===== config.mk =====
export PLATFORM = sky130hd
export DESIGN_NAME = bptr_regs
export DESIGN_NICKNAME = d
export VERILOG_FILES = /design/src/bptr_pkg.sv /design/src/bptr_regs.sv
export VERILOG_INCLUDE_DIRS = /design/src
export SDC_FILE = /design/constraint.sdc
export NUM_CORES = 1
export LEC_CHECK = 0
export ABC_AREA = 1
export BUFFER_PORTS_ARGS = -buffer_cell sky130_fd_sc_hd__buf_2
export CORE_MARGIN = 2
export CORE_UTILIZATION = 40
export CTS_BUF_LIST = sky130_fd_sc_hd__clkbuf_8
export CTS_CLUSTER_DIAMETER = 200
export CTS_CLUSTER_SIZE = 30
export DETAILED_ROUTE_END_ITERATION = 6
export GPL_ROUTABILITY_DRIVEN = 0
export GPL_TIMING_DRIVEN = 0
export HOLD_SLACK_MARGIN = 0.15
export PLACE_DENSITY = 0.62
export SYNTH_ARGS = -nofsm -noshare
export SYNTH_HDL_FRONTEND = slang
export SYNTH_SLANG_ARGS = --single-unit

===== constraint.sdc =====
create_clock -name pclk -period 5.45 [get_ports pclk]
set_clock_uncertainty 0.05 [all_clocks]
set_input_delay 0.8175 -clock pclk [delete_from_list [all_inputs] [get_ports pclk]]
set_output_delay 0.8175 -clock pclk [all_outputs]
set_load 0.01 [all_outputs]

===== src/bptr_params.svh =====
// Register offsets, field layouts and timing constants for the buffer pointer and timer bank.
// Assumes APB with 32-bit data; printed offsets are register indices, byte address is four times.
`ifndef BPTR_PARAMS_SVH
`define BPTR_PARAMS_SVH

// ****************************************
// Register indices
// ****************************************
`define BPTR_IDX_SLA_HI 8'h3b
`define BPTR_IDX_SLA_MID 8'h3c
`define BPTR_IDX_SLA_LO 8'h3d
`define BPTR_IDX_CWP_HI 8'h3f
`define BPTR_IDX_CWP_MID 8'h40
`define BPTR_IDX_CWP_LO 8'h41
`define BPTR_IDX_CRP_HI 8'h43
`define BPTR_IDX_CRP_MID 8'h44
`define BPTR_IDX_CRP_LO 8'h45
`define BPTR_IDX_RBC_HI 8'h46
`define BPTR_IDX_RBC_LO 8'h47
`define BPTR_IDX_FR_HI 8'h48
`define BPTR_IDX_FR_LO 8'h49
`define BPTR_IDX_TMR_HI 8'h4a
`define BPTR_IDX_TMR_LO 8'h4b
`define BPTR_IDX_TSCALE 8'h4c
`define BPTR_IDX_SBA_HI 8'h4e
`define BPTR_IDX_SBA_LO 8'h4f
`define BPTR_IDX_CTRL 8'h60
`define BPTR_IDX_IRQ_STAT 8'h61
`define BPTR_IDX_IRQ_MASK 8'h62
`define BPTR_IDX_BLK_INC 8'h63

// ****************************************
// Fields and reset values
// ****************************************
`define BPTR_CTRL_END_LIMIT_BIT 1
`define BPTR_CTRL_SUBCODE_BIT 0
`define BPTR_IRQ_TIMER_BIT 0
`define BPTR_IRQ_STOP_BIT 1
`define BPTR_IRQ_WIDTH 2
`define BPTR_ADDR_W 20
`define BPTR_BLK_W 10
`define BPTR_RATIO_W 11
`define BPTR_AREA_W 9
`define BPTR_TICKS_PER_STEP 12'h010
`define BPTR_RESET_BYTE 8'h00

`endif


===== src/bptr_pkg.sv =====
// Types shared by the buffer pointer and timer bank.
// Constants live in bptr_params.svh.
package bptr_pkg;
  typedef enum logic [1:0] {
    BPTR_TMR_IDLE = 2'b01,
    BPTR_TMR_RUN = 2'b10
  } bptr_tmr_state_t;
endpackage


===== src/bptr_regs.sv =====
// Buffer pointer, block counter and one-shot timer register bank with an APB slave.
// Assumes one 50 MHz clock; buffer events arrive as one-cycle pulses synchronous to pclk.
// Notes on behaviour
// - With end-limit enabled in subcode mode, a write at last address stops buffering.
// - Each sub CPU buffer write advances the write pointer by one.
// - Each sub CPU buffer read advances the read pointer by one.
// - Ready block count is ten bits, preloaded by software before decoding.
// - While buffering is not stopped, a sector buffered with transfer flag adds the one-to-four block increment.
// - Each completed block transfer subtracts exactly one from the count.
// - Fill ratio is an eleven-bit readable and writable value.
// - After low byte write, interrupt fires after count times resolution period.
// - Resolution period is scale setting times sixteen clock cycles.
// - Read-only nine-bit stream begin area is exposed.
//
// Design decision made here: register access over APB.
`timescale 1ns/1ps
`include "bptr_params.svh"

module bptr_regs
  import bptr_pkg::*;
(
  input wire logic pclk,
  input wire logic presetn,
  input wire logic psel,
  input wire logic penable,
  input wire logic pwrite,
  input wire logic [11:0] paddr,
  input wire logic [31:0] pwdata,
  output logic [31:0] prdata,
  output logic pready,
  output logic pslverr,
  input wire logic cpu_buf_write,
  input wire logic cpu_buf_read,
  input wire logic buf_write,
  input wire logic [19:0] buf_write_addr,
  input wire logic sector_done,
  input wire logic sector_transfer_flag,
  input wire logic block_xfer_done,
  input wire logic [8:0] stream_begin_area,
  output logic [19:0] cpu_write_ptr,
  output logic [19:0] cpu_read_ptr,
  output logic [10:0] fill_ratio,
  output logic buffering_stop,
  output logic irq
);

  // ****************************************
  // APB decode
  // ****************************************
  wire logic access = psel && penable;
  wire logic wr_en = access && pwrite;
  wire logic [7:0] idx = paddr[9:2];
  wire logic [7:0] wb = pwdata[7:0];
  wire logic aligned = (paddr[1:0] == 2'b00) && (paddr[11:10] == 2'b00);

  function automatic logic hit(input logic [7:0] i, input logic [7:0] want, input logic ok);
    hit = ok && (i == want);
  endfunction

  function automatic logic [19:0] inc20(input logic [19:0] v);
    inc20 = v + 20'h00001;
  endfunction

  wire logic w_sla_hi = wr_en && hit(idx, `BPTR_IDX_SLA_HI, aligned);
  wire logic w_sla_mid = wr_en && hit(idx, `BPTR_IDX_SLA_MID, aligned);
  wire logic w_sla_lo = wr_en && hit(idx, `BPTR_IDX_SLA_LO, aligned);
  wire logic w_cwp_hi = wr_en && hit(idx, `BPTR_IDX_CWP_HI, aligned);
  wire logic w_cwp_mid = wr_en && hit(idx, `BPTR_IDX_CWP_MID, aligned);
  wire logic w_cwp_lo = wr_en && hit(idx, `BPTR_IDX_CWP_LO, aligned);
  wire logic w_crp_hi = wr_en && hit(idx, `BPTR_IDX_CRP_HI, aligned);
  wire logic w_crp_mid = wr_en && hit(idx, `BPTR_IDX_CRP_MID, aligned);
  wire logic w_crp_lo = wr_en && hit(idx, `BPTR_IDX_CRP_LO, aligned);
  wire logic w_rbc_hi = wr_en && hit(idx, `BPTR_IDX_RBC_HI, aligned);
  wire logic w_rbc_lo = wr_en && hit(idx, `BPTR_IDX_RBC_LO, aligned);
  wire logic w_fr_hi = wr_en && hit(idx, `BPTR_IDX_FR_HI, aligned);
  wire logic w_fr_lo = wr_en && hit(idx, `BPTR_IDX_FR_LO, aligned);
  wire logic w_tmr_hi = wr_en && hit(idx, `BPTR_IDX_TMR_HI, aligned);
  wire logic w_tmr_lo = wr_en && hit(idx, `BPTR_IDX_TMR_LO, aligned);
  wire logic w_scale = wr_en && hit(idx, `BPTR_IDX_TSCALE, aligned);
  wire logic w_ctrl = wr_en && hit(idx, `BPTR_IDX_CTRL, aligned);
  wire logic w_stat = wr_en && hit(idx, `BPTR_IDX_IRQ_STAT, aligned);
  wire logic w_mask = wr_en && hit(idx, `BPTR_IDX_IRQ_MASK, aligned);
  wire logic w_inc = wr_en && hit(idx, `BPTR_IDX_BLK_INC, aligned);

  // ****************************************
  // Storage
  // ****************************************
  logic [3:0] sla_hi_r;
  logic [7:0] sla_mid_r;
  logic [19:0] sla_r;
  logic [3:0] cwp_hi_r;
  logic [7:0] cwp_mid_r;
  logic [19:0] cwp_r;
  logic [3:0] crp_hi_r;
  logic [7:0] crp_mid_r;
  logic [19:0] crp_r;
  logic [2:0] rbc_hi_r;
  logic [9:0] rbc_r;
  logic [2:0] fr_hi_r;
  logic [10:0] fr_r;
  logic [7:0] tmr_hi_r;
  logic [15:0] tmr_r;
  logic [7:0] scale_r;
  logic [1:0] ctrl_r;
  logic [1:0] blk_inc_r;
  logic [`BPTR_IRQ_WIDTH-1:0] stat_r;
  logic [`BPTR_IRQ_WIDTH-1:0] mask_r;
  logic stop_r;
  logic [31:0] prdata_r;

  // Staging bytes hold partial values so nothing half-written is ever used
  always_ff @(posedge pclk or negedge presetn)
  begin
    if (!presetn)
    begin
      sla_hi_r <= 4'h0;
      sla_mid_r <= 8'h00;
      cwp_hi_r <= 4'h0;
      cwp_mid_r <= 8'h00;
      crp_hi_r <= 4'h0;
      crp_mid_r <= 8'h00;
      rbc_hi_r <= 3'h0;
      fr_hi_r <= 3'h0;
      tmr_hi_r <= 8'h00;
    end
    else
    begin
      if (w_sla_hi) sla_hi_r <= wb[3:0];
      if (w_sla_mid) sla_mid_r <= wb;
      if (w_cwp_hi) cwp_hi_r <= wb[3:0];
      if (w_cwp_mid) cwp_mid_r <= wb;
      if (w_crp_hi) crp_hi_r <= wb[3:0];
      if (w_crp_mid) crp_mid_r <= wb;
      if (w_rbc_hi) rbc_hi_r <= wb[2:0];
      if (w_fr_hi) fr_hi_r <= wb[2:0];
      if (w_tmr_hi) tmr_hi_r <= wb;
    end
  end

  // ****************************************
  // Address pointers
  // ****************************************
  wire logic [19:0] cwp_nxt = w_cwp_lo ? {cwp_hi_r, cwp_mid_r, wb} :
                              cpu_buf_write ? inc20(cwp_r) : cwp_r;
  wire logic [19:0] crp_nxt = w_crp_lo ? {crp_hi_r, crp_mid_r, wb} :
                              cpu_buf_read ? inc20(crp_r) : crp_r;

  always_ff @(posedge pclk or negedge presetn)
  begin
    if (!presetn)
    begin
      sla_r <= 20'h00000;
      cwp_r <= 20'h00000;
      crp_r <= 20'h00000;
      fr_r <= 11'h000;
      scale_r <= `BPTR_RESET_BYTE;
      ctrl_r <= 2'b00;
      blk_inc_r <= 2'b00;
      mask_r <= '0;
    end
    else
    begin
      if (w_sla_lo) sla_r <= {sla_hi_r, sla_mid_r, wb};
      cwp_r <= cwp_nxt;
      crp_r <= crp_nxt;
      if (w_fr_lo) fr_r <= {fr_hi_r, wb};
      if (w_scale) scale_r <= wb;
      if (w_ctrl) ctrl_r <= wb[1:0];
      if (w_inc) blk_inc_r <= wb[1:0];
      if (w_mask) mask_r <= wb[`BPTR_IRQ_WIDTH-1:0];
    end
  end

  // ****************************************
  // Subcode end limit
  // ****************************************
  wire logic end_limit_enable = ctrl_r[`BPTR_CTRL_END_LIMIT_BIT];
  wire logic subcode_mode = ctrl_r[`BPTR_CTRL_SUBCODE_BIT];
  wire logic limit_hit = buf_write && subcode_mode && end_limit_enable && (buf_write_addr == sla_r);
  // Leaving subcode mode releases the stop
  wire logic stop_nxt = limit_hit || (stop_r && subcode_mode);

  always_ff @(posedge pclk or negedge presetn)
  begin
    if (!presetn) stop_r <= 1'b0;
    else stop_r <= stop_nxt;
  end

  // ****************************************
  // Ready block count
  // ****************************************
  wire logic [9:0] step = {8'h00, blk_inc_r} + 10'h001;
  wire logic add_blk = sector_done && sector_transfer_flag && !stop_r;
  // Reads are not synchronised with updates; software accepts one count of skew
  wire logic [9:0] rbc_nxt = w_rbc_lo ? {rbc_hi_r[1:0], wb} :
                             rbc_r + (add_blk ? step : 10'h000)
                             - (block_xfer_done ? 10'h001 : 10'h000);

  always_ff @(posedge pclk or negedge presetn)
  begin
    if (!presetn) rbc_r <= 10'h000;
    else rbc_r <= rbc_nxt;
  end

  // ****************************************
  // One-shot timer
  // ****************************************
  bptr_tmr_state_t tmr_state_r;
  logic [11:0] tick_r;
  logic [7:0] res_r;
  logic [15:0] remain_r;
  wire logic tick_end = (tick_r == `BPTR_TICKS_PER_STEP - 12'h001);
  wire logic res_end = tick_end && (res_r == scale_r - 8'h01);
  wire logic zero_len = (wb == 8'h00 && tmr_hi_r == 8'h00) || scale_r == 8'h00;
  wire logic tmr_fire = (tmr_state_r == BPTR_TMR_RUN) && res_end && (remain_r == 16'h0001);

  always_ff @(posedge pclk or negedge presetn)
  begin
    if (!presetn)
    begin
      tmr_state_r <= BPTR_TMR_IDLE;
      tick_r <= 12'h000;
      res_r <= 8'h00;
      remain_r <= 16'h0000;
      tmr_r <= 16'h0000;
    end
    else
    begin
      case (tmr_state_r)
        BPTR_TMR_IDLE:
        begin
          if (w_tmr_lo && !zero_len)
          begin
            tmr_state_r <= BPTR_TMR_RUN;
            remain_r <= {tmr_hi_r, wb};
          end
        end
        BPTR_TMR_RUN:
        begin
          if (w_tmr_lo)
          begin
            tmr_state_r <= zero_len ? BPTR_TMR_IDLE : BPTR_TMR_RUN;
            remain_r <= {tmr_hi_r, wb};
          end
          else if (tmr_fire) tmr_state_r <= BPTR_TMR_IDLE;
          else if (res_end) remain_r <= remain_r - 16'h0001;
        end
        default: tmr_state_r <= BPTR_TMR_IDLE;
      endcase
      if (w_tmr_lo || tmr_state_r != BPTR_TMR_RUN || res_end)
      begin
        tick_r <= 12'h000;
        res_r <= 8'h00;
      end
      else if (tick_end)
      begin
        tick_r <= 12'h000;
        res_r <= res_r + 8'h01;
      end
      else tick_r <= tick_r + 12'h001;
      if (w_tmr_lo) tmr_r <= {tmr_hi_r, wb};
    end
  end

  // ****************************************
  // Interrupt status
  // ****************************************
  logic [`BPTR_IRQ_WIDTH-1:0] ev;
  assign ev = {limit_hit, tmr_fire};
  wire logic [`BPTR_IRQ_WIDTH-1:0] clr = w_stat ? wb[`BPTR_IRQ_WIDTH-1:0] : '0;

  // Set wins over a simultaneous clear
  always_ff @(posedge pclk or negedge presetn)
  begin
    if (!presetn) stat_r <= '0;
    else stat_r <= (stat_r & ~clr) | ev;
  end

  // ****************************************
  // Read mux
  // ****************************************
  logic [7:0] rd_byte;
  logic rd_ok;
  always_comb
  begin
    rd_byte = 8'h00;
    rd_ok = aligned;
    case (idx)
      `BPTR_IDX_SLA_HI: rd_byte = {4'h0, sla_r[19:16]};
      `BPTR_IDX_SLA_MID: rd_byte = sla_r[15:8];
      `BPTR_IDX_SLA_LO: rd_byte = sla_r[7:0];
      `BPTR_IDX_CWP_HI: rd_byte = {4'h0, cwp_r[19:16]};
      `BPTR_IDX_CWP_MID: rd_byte = cwp_r[15:8];
      `BPTR_IDX_CWP_LO: rd_byte = cwp_r[7:0];
      `BPTR_IDX_CRP_HI: rd_byte = {4'h0, crp_r[19:16]};
      `BPTR_IDX_CRP_MID: rd_byte = crp_r[15:8];
      `BPTR_IDX_CRP_LO: rd_byte = crp_r[7:0];
      `BPTR_IDX_RBC_HI: rd_byte = {6'h00, rbc_r[9:8]};
      `BPTR_IDX_RBC_LO: rd_byte = rbc_r[7:0];
      `BPTR_IDX_FR_HI: rd_byte = {5'h00, fr_r[10:8]};
      `BPTR_IDX_FR_LO: rd_byte = fr_r[7:0];
      `BPTR_IDX_TMR_HI: rd_byte = tmr_r[15:8];
      `BPTR_IDX_TMR_LO: rd_byte = tmr_r[7:0];
      `BPTR_IDX_TSCALE: rd_byte = scale_r;
      `BPTR_IDX_SBA_HI: rd_byte = {7'h00, stream_begin_area[8]};
      `BPTR_IDX_SBA_LO: rd_byte = stream_begin_area[7:0];
      `BPTR_IDX_CTRL: rd_byte = {5'h00, stop_r, ctrl_r};
      `BPTR_IDX_IRQ_STAT: rd_byte = {6'h00, stat_r};
      `BPTR_IDX_IRQ_MASK: rd_byte = {6'h00, mask_r};
      `BPTR_IDX_BLK_INC: rd_byte = {6'h00, blk_inc_r};
      default: rd_ok = 1'b0;
    endcase
  end

  always_ff @(posedge pclk or negedge presetn)
  begin
    if (!presetn) prdata_r <= 32'h00000000;
    else if (psel && !penable && !pwrite) prdata_r <= {24'h000000, rd_byte};
  end

  // Zero-wait slave; read data captured in setup phase
  assign pready = 1'b1;
  assign pslverr = access && !rd_ok;
  assign prdata = prdata_r;
  assign cpu_write_ptr = cwp_r;
  assign cpu_read_ptr = crp_r;
  assign fill_ratio = fr_r;
  assign buffering_stop = stop_r;
  assign irq = |(stat_r & mask_r);

  // ****************************************
  // Checks
  // ****************************************
  chk_write_ptr_inc: assert property (@(posedge pclk) disable iff (!presetn)
    cpu_buf_write && !w_cwp_lo |=> cwp_r == $past(cwp_r) + 20'h00001)
    else $error("write pointer did not advance");
  chk_read_ptr_inc: assert property (@(posedge pclk) disable iff (!presetn)
    cpu_buf_read && !w_crp_lo |=> crp_r == $past(crp_r) + 20'h00001)
    else $error("read pointer did not advance");
  chk_block_dec: assert property (@(posedge pclk) disable iff (!presetn)
    block_xfer_done && !add_blk && !w_rbc_lo |=> rbc_r == $past(rbc_r) - 10'h001)
    else $error("block count not decremented by one");
  chk_block_inc: assert property (@(posedge pclk) disable iff (!presetn)
    add_blk && !block_xfer_done && !w_rbc_lo |=> rbc_r == $past(rbc_r) + {8'h00, $past(blk_inc_r)} + 10'h001)
    else $error("block count increment wrong");
  chk_limit_stop: assert property (@(posedge pclk) disable iff (!presetn)
    limit_hit |=> buffering_stop && stat_r[`BPTR_IRQ_STOP_BIT])
    else $error("end limit did not stop buffering");
  chk_ratio_load: assert property (@(posedge pclk) disable iff (!presetn)
    w_fr_lo |=> fill_ratio == {$past(fr_hi_r), $past(wb)})
    else $error("fill ratio load wrong");
  chk_slast_atomic: assert property (@(posedge pclk) disable iff (!presetn)
    !w_sla_lo |=> $stable(sla_r))
    else $error("last address changed without low write");
  chk_timer_oneshot: assert property (@(posedge pclk) disable iff (!presetn)
    tmr_fire && !w_tmr_lo |=> tmr_state_r == BPTR_TMR_IDLE && !tmr_fire)
    else $error("timer did not return to idle");
  chk_timer_unit: assert property (@(posedge pclk) disable iff (!presetn)
    w_tmr_lo && !zero_len && scale_r == 8'h01 && tmr_hi_r == 8'h00 && wb == 8'h01 && !w_scale
    |=> !tmr_fire [*8] ##1 !tmr_fire [*7] ##1 tmr_fire)
    else $error("timer period not sixteen cycles per unit");
  cov_timer_fire: cover property (@(posedge pclk) disable iff (!presetn) tmr_fire);
  cov_limit: cover property (@(posedge pclk) disable iff (!presetn) limit_hit);
  cov_both_blk: cover property (@(posedge pclk) disable iff (!presetn) add_blk && block_xfer_done);
  cov_irq: cover property (@(posedge pclk) disable iff (!presetn) irq);

endmodule


; Word-level counts from Yosys, hierarchy flattened
; Cells that the tools add are included.
[word_totals]
ff_bits = 209
mem_count = 0
elab_cells = 175
mem_bits_rw = 0
inputBits = 84
latch_bits = 0
romBits = 0
output_inout_bits = 87
[op_classes]
mul = 0
add_sub_neg = 9
reduce_logical = 79
order_cmp = 0
n_eq_ne = 33
n_shift = 0
bitwise_logic = 4
n_div = 0
n_mux = 24
[ops]
columns = cell, count
row1 = one-hot mux 8 bit (22 select lines), 1
row2 = "== test 8 x 7 -> 1 bit, second input constant", 18
row3 = two-way mux 20 bit, 4
row4 = two-way mux 16 bit, 4
row5 = logical AND 1 bit, 57
row6 = "adder 20 x 1 -> 20 bit, second input constant", 2
row7 = "== test 8 x 6 -> 1 bit, second input constant", 4
row8 = one-hot mux 16 bit (2 select lines), 1
row9 = logical NOT 8 bit, 3
row10 = two-way mux 12 bit, 2
row11 = OR reduction 22 bit, 1
row12 = == test 20 bit, 1
row13 = "== test 16 x 1 -> 1 bit, second input constant", 1
row14 = two-way mux 8 bit, 2
row15 = "subtractor 16 x 1 -> 16 bit, second input constant", 1
row16 = "adder 12 x 1 -> 12 bit, second input constant", 1
row17 = "== test 12 x 4 -> 1 bit, second input constant", 1
row18 = adder 10 x 3 -> 10 bit, 1
row19 = two-way mux 10 bit, 1
row20 = two-way mux 2 bit, 5
row21 = subtractor 10 x 1 -> 10 bit, 1
row22 = "!= test 3 bit, second input constant", 3
row23 = "adder 8 x 1 -> 8 bit, second input constant", 1
row24 = == test 8 bit, 1
row25 = other kinds (18), 32

; Depth between registers and ports, before layout
[logic_depth]
ltp_word = 8
depth_mapped = 16

; Least setup slack after synthesis
; OpenSTA, ideal clock, no wires.
[synth_timing]
path_type = input to output
from = input paddr[4]
to = output pslverr
arrival_ns = 1.973
n_path_buf = 0
path_stages = 8
path_slack_ns = 2.610
path_cell_list = nand2_1 -> inv_1 -> nand3_1 -> inv_1 -> or2_2 -> nor3_1 -> nand3_1 -> a21oi_1
[synth_via]
elab_chain_cells = 5
elab_cells_between_ends = 26
classes_between = eq/ne (22) / mux (1) / reduce/logical (3)
[synth_rtl]
columns = element, line_no
row1 = start: declaration, bptr_regs.sv:27  ; input wire logic [11:0] paddr,
row2 = == test 8 x 6 -> 1 bit / == test 8 x 7 -> 1 bit (equally long branches), bptr_regs.sv:288  ; case (idx)
row3 = OR reduction 22 bit (no line) (*), --
row4 = two-way mux 1 bit (*), bptr_regs.sv:288
row5 = logical NOT 1 bit (*), bptr_regs.sv:323  ; assign pslverr = access && !rd_ok;
row6 = logical AND 1 bit (*), bptr_regs.sv:323
row7 = end: declaration, bptr_regs.sv:31  ; output logic pslverr,
; Every way passes the cells marked *; elsewhere a longest branch is shown, timed or not.

; Worst setup path after layout
[layout_timing]
from = input paddr[9]
to = output pslverr
; Same word-level chain as after synthesis.

==> qor.txt <==
Status -> complete, no violations
Max-cap violations -> 0
Yosys reg bits -> 209
Mux share of post-synthesis cell area -> 0.0157
# rows -> 63
Post-Layout Inst Area -> 0.0135 sq mm
F_max -> 293 MHz
CP cell instances -> buf_2 > inv_1 > nand3b_4 > nor2_8 > nand2_1 > nor2_2 > nor2_1 > nand2_1 > nor3_1 > nand3_1 > a21oi_1 > buf_2
Post-synthesis cell count -> 1580
Crit end category -> output pin
Die width -> 178 um
Synthesized cell area -> 0.0121 sq mm
Setup TNS -> 0 ns
CP Launch Type -> input port
Overflow after GRT -> 0
Remaining DRCs -> 0
Vias in the first global route -> 10500
Top cells by area, synth -> dfrtp_1, nand2_1, o21ai_0
Placed cell area -> 0.0134 sq mm
Htree depth -> 1
Share of cells above drive strength 1 -> 0.135
RSZ-0062 raised after global routing -> no
N_diodes -> 0
Leak -> 6.84 nW
Compound-Gate Fraction of Synth Area -> 0.110
Slew Viols, Final -> 0
XOR/XNOR share of the synthesized area -> 0.0606
Vias -> 11100
Mean post-synth cell area -> 7.68 sq um
Slew of the pin with the lowest slew margin -> 1.01 ns
Fin. Hold Viols -> 0
Leading area contributor after synthesis -> dfrtp_1
CP top delay family -> simple AND/OR/NAND/NOR gates
Adder-cell share of the synthesized area -> 0.0254
Clock latency on the worst-skew pair -> 0.54 ns
Min-delay worst type -> reg2reg
Routed len/inst -> 17.6 um
Crit Path Class -> in2out
Buffer count from post-CTS setup fixing -> 0
Critical path buffer and inverter count -> 3
Largest net degree at the start of global routing -> 83
Routed WL -> 37.5 mm
CTS tree -> yes
Gr usage total -> 0.238
Worst path max stage delay -> 0.45 ns
Area share of the largest cell type after synthesis -> 0.429
Post-DP HPWL -> 28.5 mm
Post-Place Cells -> 2116
Core box area -> 0.0297 sq mm
Final Setup Violations -> 0
Initial Utilization -> 0.408
Post-synthesis sequential area ratio -> 0.431
Yosys cell types -> 54
Synth warn -> 0
Top Ports -> 171
Port Buf Inserts -> 121
Pwr Density -> 291 mW/mm^2
Non-Filler Instances -> 2129
Layout fillers -> 3082
CTS root buffer -> clkbuf_8
Antenna violations before repair -> 0
CTS resizes -> 0
CTS buffer count -> 10
Post-synthesis simple-gate area fraction -> 0.275
Hold Buf Count CTS -> 1
Crit path max fanout -> 10
Tot Pwr -> 3.94 mW
Clock buffer depth -> 3
Syn-to-layout area delta -> 11.6%
CP required -> 4.58 ns
CTS clk-pin slew, worst paths -> 0.19 ns
Most numerous cell in the Yosys netlist -> nand2_1
Number of synthesized flops with an enable pin -> 0
Final #Nets -> 1847
Worst slew margin -> 0.324
Final hold slack -> 0.422 ns
Die height -> 178 um
Primary FF master, synth -> dfrtp_1
Total die area -> 0.0317 sq mm
Largest family of logic cells by synthesized area -> simple AND/OR/NAND/NOR gates
Slowest CP cell -> nor2_2
CTS Sinks -> 209
Global-route wire length before repair -> 58.3 mm
Via density -> 5.21
Worst path arrival time -> 2.54 ns
Ys async rst share -> 1.00
VDD IR max -> 0.000182 V
Tcrit/Tclk final -> 0.626
Most frequent cells after synthesis -> nand2_1, dfrtp_1, inv_1, nor2_1, o21ai_0
Drt initial violations -> 1029
Drt first pass iters -> 5
Final Critical Period -> 3.41 ns
Final ANT Viol Nets -> 0
state kept, by name (all words and copies together), names as in the netlist, 3 cells and up:
| name | cells |
|---|---|
| remain_r | 16 |
| crp_mid_r | 8 |
| fr_hi_r | 3 |
| crp_hi_r | 4 |
| tmr_r | 16 |
| cpu_write_ptr | 20 |
| cwp_hi_r | 4 |
| cwp_mid_r | 8 |
| prdata | 8 |
| fill_ratio | 11 |
| tick_r | 12 |
| sla_mid_r | 8 |
| scale_r | 8 |
| res_r | 8 |
| tmr_hi_r | 8 |
| sla_hi_r | 4 |
| rbc_r | 10 |
| sla_r | 20 |
| cpu_read_ptr | 20 |
placed cells by master, fill, tap and decap left out, types with 4 or more instances in the layout:
cell type / n
nor2_1: 140
xnor2_1: 34
dfrtp_1: 208
conb_1: 25
nor2_2: 7
nand2_2: 8
mux2_2: 16
nor4_1: 5
a22o_1: 4
o21ai_2: 7
o22ai_1: 7
nand4_1: 31
nor2_4: 4
buf_4: 26
inv_1: 163
clkbuf_1: 18
nor3_1: 40
ha_1: 23
buf_2: 128
nand2_1: 451
o21ai_0: 130
o21bai_1: 4
o221ai_1: 7
or2_2: 4
inv_2: 8
nand3_1: 78
a21oi_1: 50
o211ai_1: 15
xor2_1: 50
clkbuf_8: 11
path summary, 6_finish.rpt:
kind | from | to | slack, ns | depth (start not counted)
min in group asynchronous | presetn | cpu_write_ptr[14]$_DFFE_PN0P_ | 0.73 | 2
min reg2reg | tick_r[0]$_DFF_PN0_ | tick_r[0]$_DFF_PN0_ | 0.42 | 1
max | paddr[9] | pslverr | 2.04 | 12
min | tick_r[0]$_DFF_PN0_ | tick_r[0]$_DFF_PN0_ | 0.42 | 1
max in group asynchronous | presetn | tmr_state_r[0]$_DFFE_PN1P_ | 3.83 | 3
max reg2reg | scale_r[0]$_DFFE_PN0P_ | remain_r[13]$_DFFE_PN0P_ | 2.86 | 16
layout make-up:
type	count	area (sq um)	share of cell area
plain buffers	58	348	0.0257
repair buffers	124	681	0.0503
inverters	172	646	0.0477
clock inverters	1	3.75	0.000277
multi-input cells	1164	5990	0.443
flip-flops and latches	209	5230	0.386
clock buffers	11	151	0.0112
well taps	390	488	0.0360
kinds of logic (layout without fill, tap and decap cells):
| group | count (synthesis) | count (layout) |
|---|---|---|
| simple gates | 780 | 780 |
| compound gates | 234 | 234 |
| buf+inv | 230 | 366 |
| flops | 209 | 209 |
| xor+xnor | 84 | 84 |
| fa+ha+maj | 24 | 24 |
| mux | 17 | 17 |
| other cells | 2 | 25 |
layer usage:
layer	part of all wire	wire length, um	vias to the layer above	GRT usage
li1	-	-	5373	-
met1	0.43	16200	5246	0.317
met2	0.48	18100	410	0.406
met3	0.057	2120	61	0.0281
met4	0.029	1100	0	0.0710
met5	0	0	-	0
metrics by stage:
stage	worst slack [ns]	utilization
6_report	2.04	0.456
5_1_grt	1.94	0.456
4_1_cts	2.10	0.456
3_5_place_dp	2.11	0.450
3_3_place_gp	-0.164	0.448
2_1_floorplan	2.61	-
power by group:
part,internal [mW],switching [mW]
combinational,0.527,0.847
sequential,1.71,0.181
clock,0.186,0.487
Note: power is estimated with default switching activity, not from simulation.
